===== src/inc/qchc_pkg.sv =====
// Package of constants for the quadrature counter host access block
package qchc_pkg;
  localparam int          CNT_W          = 24;
  localparam int          BYTE_W         = 8;
  localparam int          NUM_BYTES      = 3;
  localparam logic [1:0]  PTR_LAST       = 2'h2;
  // Register select: address bit 0 picks data port or control/status port
  localparam logic        ADDR_DATA      = 1'h0;
  localparam logic        ADDR_CTRL      = 1'h1;
  // Write selector in D7..D6 at the control address
  localparam logic [1:0]  SEL_CMD        = 2'h0;
  localparam logic [1:0]  SEL_INPUT      = 2'h1;
  localparam logic [1:0]  SEL_OUTPUT     = 2'h2;
  localparam logic [1:0]  SEL_QUAD       = 2'h3;
  // Command bit positions
  localparam int          CMD_PTR_RST    = 0;
  localparam int          CMD_SNAP       = 1;
  localparam int          CMD_CNT_RST    = 2;
  localparam int          CMD_LOAD       = 3;
  localparam int          CMD_MATCH_CLR  = 4;
  localparam int          CMD_MASTER     = 5;
  // Flag bit positions
  localparam int          FLG_UNDER      = 0;
  localparam int          FLG_OVER       = 1;
  localparam int          FLG_MATCH      = 2;
  localparam int          FLG_SIGN       = 3;
  localparam int          FLG_DIR        = 4;
  localparam logic [2:0]  FLG_UPPER      = 3'h7;
  // Interrupt source selection in output setup bits 5..4
  localparam logic [1:0]  IRQ_ON_UNDER   = 2'h1;
  localparam logic [1:0]  IRQ_ON_MATCH   = 2'h3;
  localparam int          IRQ_SEL_LO     = 4;
  // Input setup bit for counting enable
  localparam int          IN_CNT_EN      = 3;
  // Reset values
  localparam logic [23:0] MATCH_RST      = 24'hFFFFFF;
  localparam logic [23:0] CNT_RST        = 24'h000000;
  localparam logic [5:0]  SETUP_RST      = 6'h00;
  localparam logic [1:0]  QUAD_OFF       = 2'h0;
endpackage : qchc_pkg


===== src/inc/qchc_seq_if.sv =====
// Interface carrying byte pointer control between the channel and sequencer
`timescale 1ns/1ps
interface qchc_seq_if;
  logic       restart;
  logic       step;
  logic [1:0] ptr;
  logic       done;
  modport ctrl (output restart, output step, input ptr, input done);
  modport seq  (input restart, input step, output ptr, output done);
endinterface : qchc_seq_if


===== src/logic/qchc_channel.sv =====
// One counter channel with host byte access, flags and match logic
`timescale 1ns/1ps
module qchc_channel (
  input  wire logic       clk_sys,
  input  wire logic       rst,
  input  wire logic       cs,
  input  wire logic       addr,
  input  wire logic       wr,
  input  wire logic       rd,
  input  wire logic [7:0] wdata,
  output logic      [7:0] rdata,
  output logic            rvalid,
  input  wire logic       ext_snap,
  input  wire logic       ext_load,
  input  wire logic       cnt_up,
  input  wire logic       cnt_dn,
  output logic            irq,
  output logic            cmd_busy,
  output logic      [23:0] count
);
  import qchc_pkg::*;

  qchc_seq_if sq ();
  qchc_byte_seq u_seq (
    .clk_sys (clk_sys),
    .rst     (rst),
    .sq      (sq)
  );

  logic [23:0] cnt_reg;
  logic [23:0] snap_reg;
  logic [23:0] match_reg;
  logic [4:0]  flag_reg;
  logic [5:0]  in_setup_reg;
  logic [5:0]  out_setup_reg;
  logic [1:0]  quad_reg;
  logic        ptr_hold_reg;
  logic        dir_reg;
  logic [7:0]  rdata_reg;
  logic        rvalid_reg;
  logic        irq_reg;
  logic [23:0] cnt_next;
  logic        under_ev;
  logic        over_ev;
  logic        match_ev;
  logic        data_wr;
  logic        data_rd;
  logic        cmd_wr;
  logic [5:0]  cmd;
  logic        master;
  logic        cnt_clear;
  logic        step_en;
  logic        step_dn;

  // Decode of byte-wide host cycles
  assign data_wr = cs && wr && addr == ADDR_DATA;
  assign data_rd = cs && rd && addr == ADDR_DATA;
  assign cmd_wr  = cs && wr && addr == ADDR_CTRL
                   && wdata[7:6] == SEL_CMD;
  assign cmd     = cmd_wr ? wdata[5:0] : 6'h00;
  assign master  = cmd[CMD_MASTER];
  assign cnt_clear = master || cmd[CMD_CNT_RST];

  // Byte pointer control
  assign sq.restart = cmd[CMD_PTR_RST] || master;
  assign sq.step    = (data_wr || data_rd) && !sq.restart;

  // Counter stepping
  assign step_en = in_setup_reg[IN_CNT_EN] && (cnt_up ^ cnt_dn);
  assign step_dn = cnt_dn;
  assign under_ev = step_en && step_dn && cnt_reg == CNT_RST;
  assign over_ev  = step_en && !step_dn && cnt_reg == MATCH_RST;

  always_comb begin
    cnt_next = cnt_reg;
    if (step_en) begin
      cnt_next = step_dn ? cnt_reg - 24'h000001 : cnt_reg + 24'h000001;
    end
  end

  // Match when the counter arrives at the preset value
  assign match_ev = step_en && cnt_next == match_reg;

  // Counter register
  always_ff @(posedge clk_sys) begin
    if (rst || cnt_clear) begin
      cnt_reg <= CNT_RST;
    end else if (cmd[CMD_LOAD] || ext_load) begin
      cnt_reg <= match_reg;
    end else begin
      cnt_reg <= cnt_next;
    end
  end

  // Snapshot latch, single-edge capture of the whole word
  always_ff @(posedge clk_sys) begin
    if (rst) begin
      snap_reg <= CNT_RST;
    end else if (cmd[CMD_SNAP] || ext_snap) begin
      snap_reg <= cnt_reg;
    end
  end

  // Preset and match register
  always_ff @(posedge clk_sys) begin
    if (rst || master) begin
      match_reg <= MATCH_RST;
    end else if (data_wr && !sq.restart) begin
      case (sq.ptr)
        2'h0:    match_reg[7:0]   <= wdata;
        2'h1:    match_reg[15:8]  <= wdata;
        2'h2:    match_reg[23:16] <= wdata;
        default: match_reg        <= match_reg;
      endcase
    end
  end

  // Setup registers behind the other selector values
  always_ff @(posedge clk_sys) begin
    if (rst || master) begin
      in_setup_reg  <= SETUP_RST;
      out_setup_reg <= SETUP_RST;
      quad_reg      <= QUAD_OFF;
    end else if (cs && wr && addr == ADDR_CTRL) begin
      case (wdata[7:6])
        SEL_INPUT:  in_setup_reg  <= wdata[5:0];
        SEL_OUTPUT: out_setup_reg <= wdata[5:0];
        SEL_QUAD:   quad_reg      <= wdata[1:0];
        default:    quad_reg      <= quad_reg;
      endcase
    end
  end

  // Toggle flags plus sign and direction flags; events win over a clear in the same cycle
  always_ff @(posedge clk_sys) begin
    if (rst) begin
      flag_reg <= 5'h18;
    end else begin
      if (under_ev) begin
        flag_reg[FLG_UNDER] <= cnt_clear ? 1'b1 : !flag_reg[FLG_UNDER];
      end else if (cnt_clear) begin
        flag_reg[FLG_UNDER] <= 1'b0;
      end
      if (over_ev) begin
        flag_reg[FLG_OVER] <= cnt_clear ? 1'b1 : !flag_reg[FLG_OVER];
      end else if (cnt_clear) begin
        flag_reg[FLG_OVER] <= 1'b0;
      end
      if (match_ev) begin
        flag_reg[FLG_MATCH] <= (master || cmd[CMD_MATCH_CLR])
                               ? 1'b1 : !flag_reg[FLG_MATCH];
      end else if (master || cmd[CMD_MATCH_CLR]) begin
        flag_reg[FLG_MATCH] <= 1'b0;
      end
      if (under_ev) begin
        flag_reg[FLG_SIGN] <= 1'b0;
      end else if (over_ev || cnt_clear) begin
        flag_reg[FLG_SIGN] <= 1'b1;
      end
      flag_reg[FLG_DIR] <= 1'b1;
      if (quad_reg != QUAD_OFF) begin
        flag_reg[FLG_DIR] <= step_en ? !step_dn : dir_reg;
      end
    end
  end

  // Last counting direction in quadrature mode
  always_ff @(posedge clk_sys) begin
    if (rst || master) begin
      dir_reg <= 1'b1;
    end else if (step_en) begin
      dir_reg <= !step_dn;
    end
  end

  // Interrupt follows the selected toggle event, never overflow
  always_ff @(posedge clk_sys) begin
    if (rst) begin
      irq_reg <= 1'b0;
    end else begin
      case (out_setup_reg[IRQ_SEL_LO +: 2])
        IRQ_ON_UNDER: irq_reg <= under_ev;
        IRQ_ON_MATCH: irq_reg <= match_ev;
        default:      irq_reg <= 1'b0;
      endcase
    end
  end

  // Pointer-restart command stays busy until three bytes move
  always_ff @(posedge clk_sys) begin
    if (rst) begin
      ptr_hold_reg <= 1'b0;
    end else if (sq.restart) begin
      ptr_hold_reg <= cmd[CMD_PTR_RST];
    end else if (sq.done) begin
      ptr_hold_reg <= 1'b0;
    end
  end

  // Read data: latch bytes by pointer, flags at control address
  always_ff @(posedge clk_sys) begin
    if (rst) begin
      rdata_reg  <= 8'h00;
      rvalid_reg <= 1'b0;
    end else begin
      rvalid_reg <= cs && rd;
      if (data_rd) begin
        case (sq.ptr)
          2'h0:    rdata_reg <= snap_reg[7:0];
          2'h1:    rdata_reg <= snap_reg[15:8];
          2'h2:    rdata_reg <= snap_reg[23:16];
          default: rdata_reg <= 8'h00;
        endcase
      end else if (cs && rd) begin
        rdata_reg <= {FLG_UPPER, flag_reg};
      end
    end
  end

  assign rdata    = rdata_reg;
  assign rvalid   = rvalid_reg;
  assign irq      = irq_reg;
  assign cmd_busy = ptr_hold_reg;
  assign count    = cnt_reg;
endmodule : qchc_channel


===== src/logic/qchc_byte_seq.sv =====
// Two-bit byte sequence pointer for three-byte transfers
`timescale 1ns/1ps
module qchc_byte_seq (
  input wire logic clk_sys,
  input wire logic rst,
  qchc_seq_if.seq  sq
);
  import qchc_pkg::*;
  logic [1:0] ptr_reg;

  // Restart wins over step; advance low, middle, high, then to 3 and hold there
  always_ff @(posedge clk_sys) begin
    if (rst || sq.restart) begin
      ptr_reg <= 2'h0;
    end else if (sq.step && ptr_reg != 2'h3) begin
      ptr_reg <= ptr_reg + 2'h1;
    end
  end

  assign sq.ptr  = ptr_reg;
  assign sq.done = sq.step && ptr_reg == PTR_LAST;
endmodule : qchc_byte_seq


===== config.mk =====
export PLATFORM = sky130hd
export DESIGN_NAME = qchc_channel
export DESIGN_NICKNAME = d
export VERILOG_FILES = /design/src/inc/qchc_pkg.sv /design/src/inc/qchc_seq_if.sv /design/src/logic/qchc_channel.sv /design/src/logic/qchc_byte_seq.sv
export SDC_FILE = /design/constraint.sdc
export NUM_CORES = 1
export LEC_CHECK = 0
export BUFFER_PORTS_ARGS = -buffer_cell sky130_fd_sc_hd__buf_2
export CELL_PAD_IN_SITES_DETAIL_PLACEMENT = 1
export CELL_PAD_IN_SITES_GLOBAL_PLACEMENT = 1
export CORE_MARGIN = 5
export CORE_UTILIZATION = 41
export CTS_BUF_LIST = sky130_fd_sc_hd__clkbuf_8
export DETAILED_ROUTE_END_ITERATION = 7
export PLACE_DENSITY_LB_ADDON = 0.1
export REMOVE_ABC_BUFFERS = 1
export SETUP_SLACK_MARGIN = 0.15
export SLEW_MARGIN = 30
export SYNTH_ARGS = -nofsm -noshare
export SYNTH_HDL_FRONTEND = slang
export SYNTH_SLANG_ARGS = --single-unit

===== constraint.sdc =====
create_clock -name clk_sys -period 3.36 [get_ports clk_sys]
set_input_delay 0.336 -clock clk_sys [delete_from_list [all_inputs] [get_ports clk_sys]]
set_output_delay 0.336 -clock clk_sys [all_outputs]
set_load 0.05 [all_outputs]

Word-level counts from Yosys, hierarchy flattened:

Index checks and enable logic that the tools add are counted.

* latch bits: 0
* output and inout port bits: 35
* memories kept: 0
* logic and storage cells: 104
* memory bits (read-only): 0
* flip-flop bits (word level): 103
* bits of input ports: 18
* memory bits (writable): 0

* divide/modulo/power cells: 0
* order comparisons: 0
* add/subtract/negate cells: 3
* reduce and logical (&&, ||, !) cells: 48
* multipliers: 0
* muxes and demuxes: 21
* shifts and indexed selects: 0
* equality and inequality tests: 10
* bitwise logic cells: 3

Operator list (count)
* $mux W24: 3
* $add A24 B1 Y24 const B: 1
* $eq A24 B24 Y1: 1
* $eq A24 B24 Y1 const B: 1
* $logic_not A24 Y1: 1
* $pmux W8 S3: 1
* $sub A24 B1 Y24 const B: 1
* $logic_and A1 B1 Y1: 16
* $mux W8: 2
* $reduce_bool A2 Y1: 7
* $mux W1: 13
* $reduce_and A2 Y1: 6
* $logic_or A1 B1 Y1: 10
* $eq A2 B2 Y1 const B: 4
* $eq A2 B1 Y1 const B: 3
* $mux W6: 1
* $logic_not A1 Y1: 5
* $logic_not A2 Y1: 2
* $add A2 B1 Y2 const B: 1
* $ne A2 B2 Y1 const B: 1
* $not A1 Y1: 2
* $pmux W1 S2: 1
* $reduce_or A2 Y1: 1
* $xor A1 B1 Y1: 1

Logic depth before layout (Yosys ltp):

* depth after elaboration: 10
* depth in mapped cells: 13
* mapped depth without buffers: 11

By module:

Synthesis repeated with hierarchy kept, for this count alone.

* cells, all modules: 888
* area total of the unflattened synthesis: 6522.5 um^2

By module, submodules not included
* qchc_channel: instances 1, seq. area each 1881.8 um^2, area an instance 6397.4 um^2, cells each 877
* qchc_byte_seq: instances 1, seq. area each 40.0 um^2, area an instance 125.1 um^2, cells each 11

Worst setup path before layout:

Ideal clock, no wire load.

* path kind: reg2reg
* start point: register cnt_reg[10] (netlist: count[10])
* end point: register flag_reg[2]
* buffers on the path: 1
* stages on the path, launching flop included: 13
* setup time: 0.123 ns
* arrival: 3.692 ns
* slack: -0.455 ns
* required time: 3.237 ns
* clock period less this slack: 3.815 ns
* path through: dfxtp_1 > ha_1 > clkbuf_1 > nand2_1 > a211oi_1 > a21oi_1 > o41ai_1 > xor2_1 > xnor2_1 > o21ai_0 > or4b_1 > a2111oi_2 > mux2_1

* word-level cells in the longest chain between the ends: 6
* elaborated cells between the ends (all ways): 8
* those cells by class: 2 x add/sub; 1 x eq/ne; 3 x mux; 2 x reduce/logical

RTL lines
* start, declared: line qchc_channel.sv:30 `logic [23:0] cnt_reg;`
* start signal, assigned: line qchc_channel.sv:89 `cnt_reg <= match_reg;`
* start signal, assigned: line qchc_channel.sv:91 `cnt_reg <= cnt_next;`
* $add A24 B1 Y24 or $sub A24 B1 Y24 (tied branches): line qchc_channel.sv:77 `cnt_next = step_dn ? cnt_reg - 24'h000001 : cnt_reg + 24'h000001;`
* $mux W24: line qchc_channel.sv:77
* $mux W24 (*): line qchc_channel.sv:76 `if (step_en) begin`
* $eq A24 B24 Y1 (*): line qchc_channel.sv:82 `assign match_ev = step_en && cnt_next == match_reg;`
* $logic_and A1 B1 Y1 (*): line qchc_channel.sv:82
* $mux W1 or $reduce_bool A2 Y1 (tied branches)
* end signal, assigned by index: line qchc_channel.sv:145 `flag_reg[FLG_OVER] <= cnt_clear ? 1'b1 : !flag_reg[FLG_OVER];`
* end signal, assigned by index: line qchc_channel.sv:150 `flag_reg[FLG_MATCH] <= (master || cmd[CMD_MATCH_CLR])`
* end signal, assigned by index: line qchc_channel.sv:162 `flag_reg[FLG_DIR] <= step_en ? !step_dn : dir_reg;`
* end, declared: line qchc_channel.sv:33 `logic [4:0] flag_reg;`

Mark *: on every way between the ends. The rest lies on a longest branch, timed or not.
A chain may end at the register's enable or synchronous reset.

Worst setup path after layout:

* start point: register cnt_reg[3] (netlist: count[3])
* end point: register flag_reg[2]

Same word-level chain as after synthesis.

==> reports/results.ini <==
[route]
post-route-drc-count=0
via_count=7257
avgRoutedWirePerCell_um=22.3
routed_via_density=5.92
ant_nets=0
dr.pass1.iters=5
routed_wirelength_mm=27.3
drt_first_iter_violations=498

[setup_path]
cp_top_family=compound AO/OA/AOI/OAI gates
r2r_cells=12
r2r_end=flag_reg[2]
crit_chain=ha_4 > o211ai_1 > o211ai_1 > a21oi_2 > buf_4 > buf_4 > and3_1 > nor4bb_1 > o2111ai_1 > or4_4 > a2111oi_4 > mux2_4
worst-path-max-fanout=5
cp.required_ps=3650
start_kind=flop
crit_type=reg -> reg
cp-end-kind=flop
r2r_slack_ps=-140
crit_slowest_cell=or4_4
worstPathArrival_ps=3790
regToRegStartpoint=count[3]
max_stage_delay_ps=460
critPathBufInv=2

[pwr]
seq_power_share=0.367
p_int_w=0.00207
combPwrFrac=0.400
power_frac_clock=0.233
p_switching_w=0.00132
power_w=0.00338
vdd_drop_max_mv=0.233
powerDensity_nw_per_um2=399
switching_share=0.389
leakagePower_nw=3.58

[sta]
fin_setup_tns_ps=-162
finalCritPeriodShare=1.04
setup_viol=2
slew_headroom=0.478
rsz0062_at_grt=true
hold_viol_final=0
fmax_mhz=285
setup_ws_ps=-144
worst_pin_slew_ps=782
slew_viol_final=0
finalClockSkew_ps=22.0
period_needed_ps=3500

[clock_network]
cts_sinks=96
hold_buffers=0
insertion_delay_ps=400
path_clk_slew_ps=110
htree_num_levels=3
clock_path_buffers=2
cts-root-buf=clkbuf_8
numCtsBuffers=9
cts_tree=built

[layout]
num_antenna_cells=0
final_cell_mix=nand2_1, buf_4, dfxtp_1
multi_input_area_um2=4440
drive_gt1_frac=0.303
area_growth_syn_to_layout_pct=35.3
regArea_um2=1930
nets=1078
layout_commonest_cell=nand2_1
num-fill-cells=1909

[place]
place_worst_setup_slack_ps=-651
gp_congestion=0.945
portBuffers=52
dp_hpwl_mm=21.3

[global_routing]
antenna_found_initial=0
grt_pass1_wl_mm=41.8
grtUsageTotal=0.298
grt_pass1_vias=7486
grt.overflow.total=0
grt_max_degree=38

[floorplan]
die_w_um=134
io_pins=53
coreArea_um2=15100
floorplan.die_area_um2=17900
fp.dieH_um=134
rows=45
start_util=0.415

[logic_synthesis]
async_reset_ff_frac=0
synth_area_um2=6270
synth_ff_type=dfxtp_1
ys_seq_area_frac=0.307
synthDistinctLibCells=68
yosysTopAreaCellShare=0.307
synth_edf_count=0
synth.avg_cell_area_um2=7.43
yosysWarningCount=0
syn_inst=844
synth-seq-cells=96
synth_top_cells_by_area=dfxtp_1, nand2_1, ha_1
synth_top_cell_by_area=dfxtp_1

[outcome]
violations=negative setup slack
status=complete, but fails checks

[worst_hold_path]
min_from=rst
min_path_cells=2
holdCritPathClass=in -> reg
hold_end=cmd_busy

[job]
maxCapViolations=0

-- kinds of logic after synthesis --
group                      count (synthesis)  synth area share
buffers and inverters                     61            0.0387
DFF                                       96             0.307
and+or+nand+nor                          411             0.305
adders and majority gates                 27            0.0551
AOI/OAI and AO/OA                        195             0.212
muxes                                      9            0.0146
xor gates and xnor gates                  45            0.0685
-- area by class of cell --
class / count / area share
Multi-Input combinational cell: 687 / 0.524
Tap cell: 188 / 0.0277
Inverter: 7 / 0.00310
Timing Repair Buffer: 232 / 0.195
Clock buffer: 9 / 0.0146
Sequential cell: 96 / 0.228
Clock inverter: 7 / 0.00767
-- synth_stat cells (all sizes together), types with 6 or more instances --
cell    count
a211oi      9
a21o        9
a21oi      62
a222oi      8
a311oi     17
and2       13
and3       10
buf        17
clkbuf     37
dfxtp      96
ha         26
inv         7
mux2i       8
nand2     184
nand3      44
nand3b      6
nand4      17
nor2       70
nor2b       8
nor3       17
nor4       14
o211ai     12
o21ai      34
o311ai      8
xnor2      30
xor2       13
-- worst max-delay path by stage --
stage,startpoint,to,slack (ps),cells after the start
floorplan,count[10],flag_reg[2],-350,11
global placement,cnt_dn,irq,-560,15
detailed placement,cnt_dn,flag_reg[2],-650,11
CTS,count[1],flag_reg[2],-90,11
global route,count[3],flag_reg[2],-200,11
finish,count[3],flag_reg[2],-140,12
-- power groups by stage --
stage                     logic (W)  clock network [W]  registers [W]
after global routing        0.00144           0.000842        0.00125
after CTS                   0.00128           0.000793        0.00124
after detailed placement    0.00119                  0        0.00126
after global placement      0.00115                  0        0.00126
final                       0.00135           0.000788        0.00124
after floorplan            0.000502                  0        0.00138
-- metal layers --
metal	up-vias	track usage	wire length [µm]
li1	3416	-	-
met2	167	0.508	13000
met4	0	0.107	908
met5	-	0	0
met1	3620	0.385	12300
met3	54	0.0397	1090
-- through the flow --
step	std cells	instance area, µm²	util	hold slack, ps
floorplan	790	6050	-	405
global placement	1190	7790	0.516	438
detailed placement	1190	7800	0.517	445
CTS	1219	8300	0.550	233
global route	1226	8480	0.562	247
finish	1226	8480	0.562	238
-- timing repair --
item                                    4_1_cts  5_1_grt
pin swaps                                    14       26
endpoints found under the setup margin        2        3
resized for setup                            39       30
buffers inserted                             13        7
(Power assumes the default switching activity.)
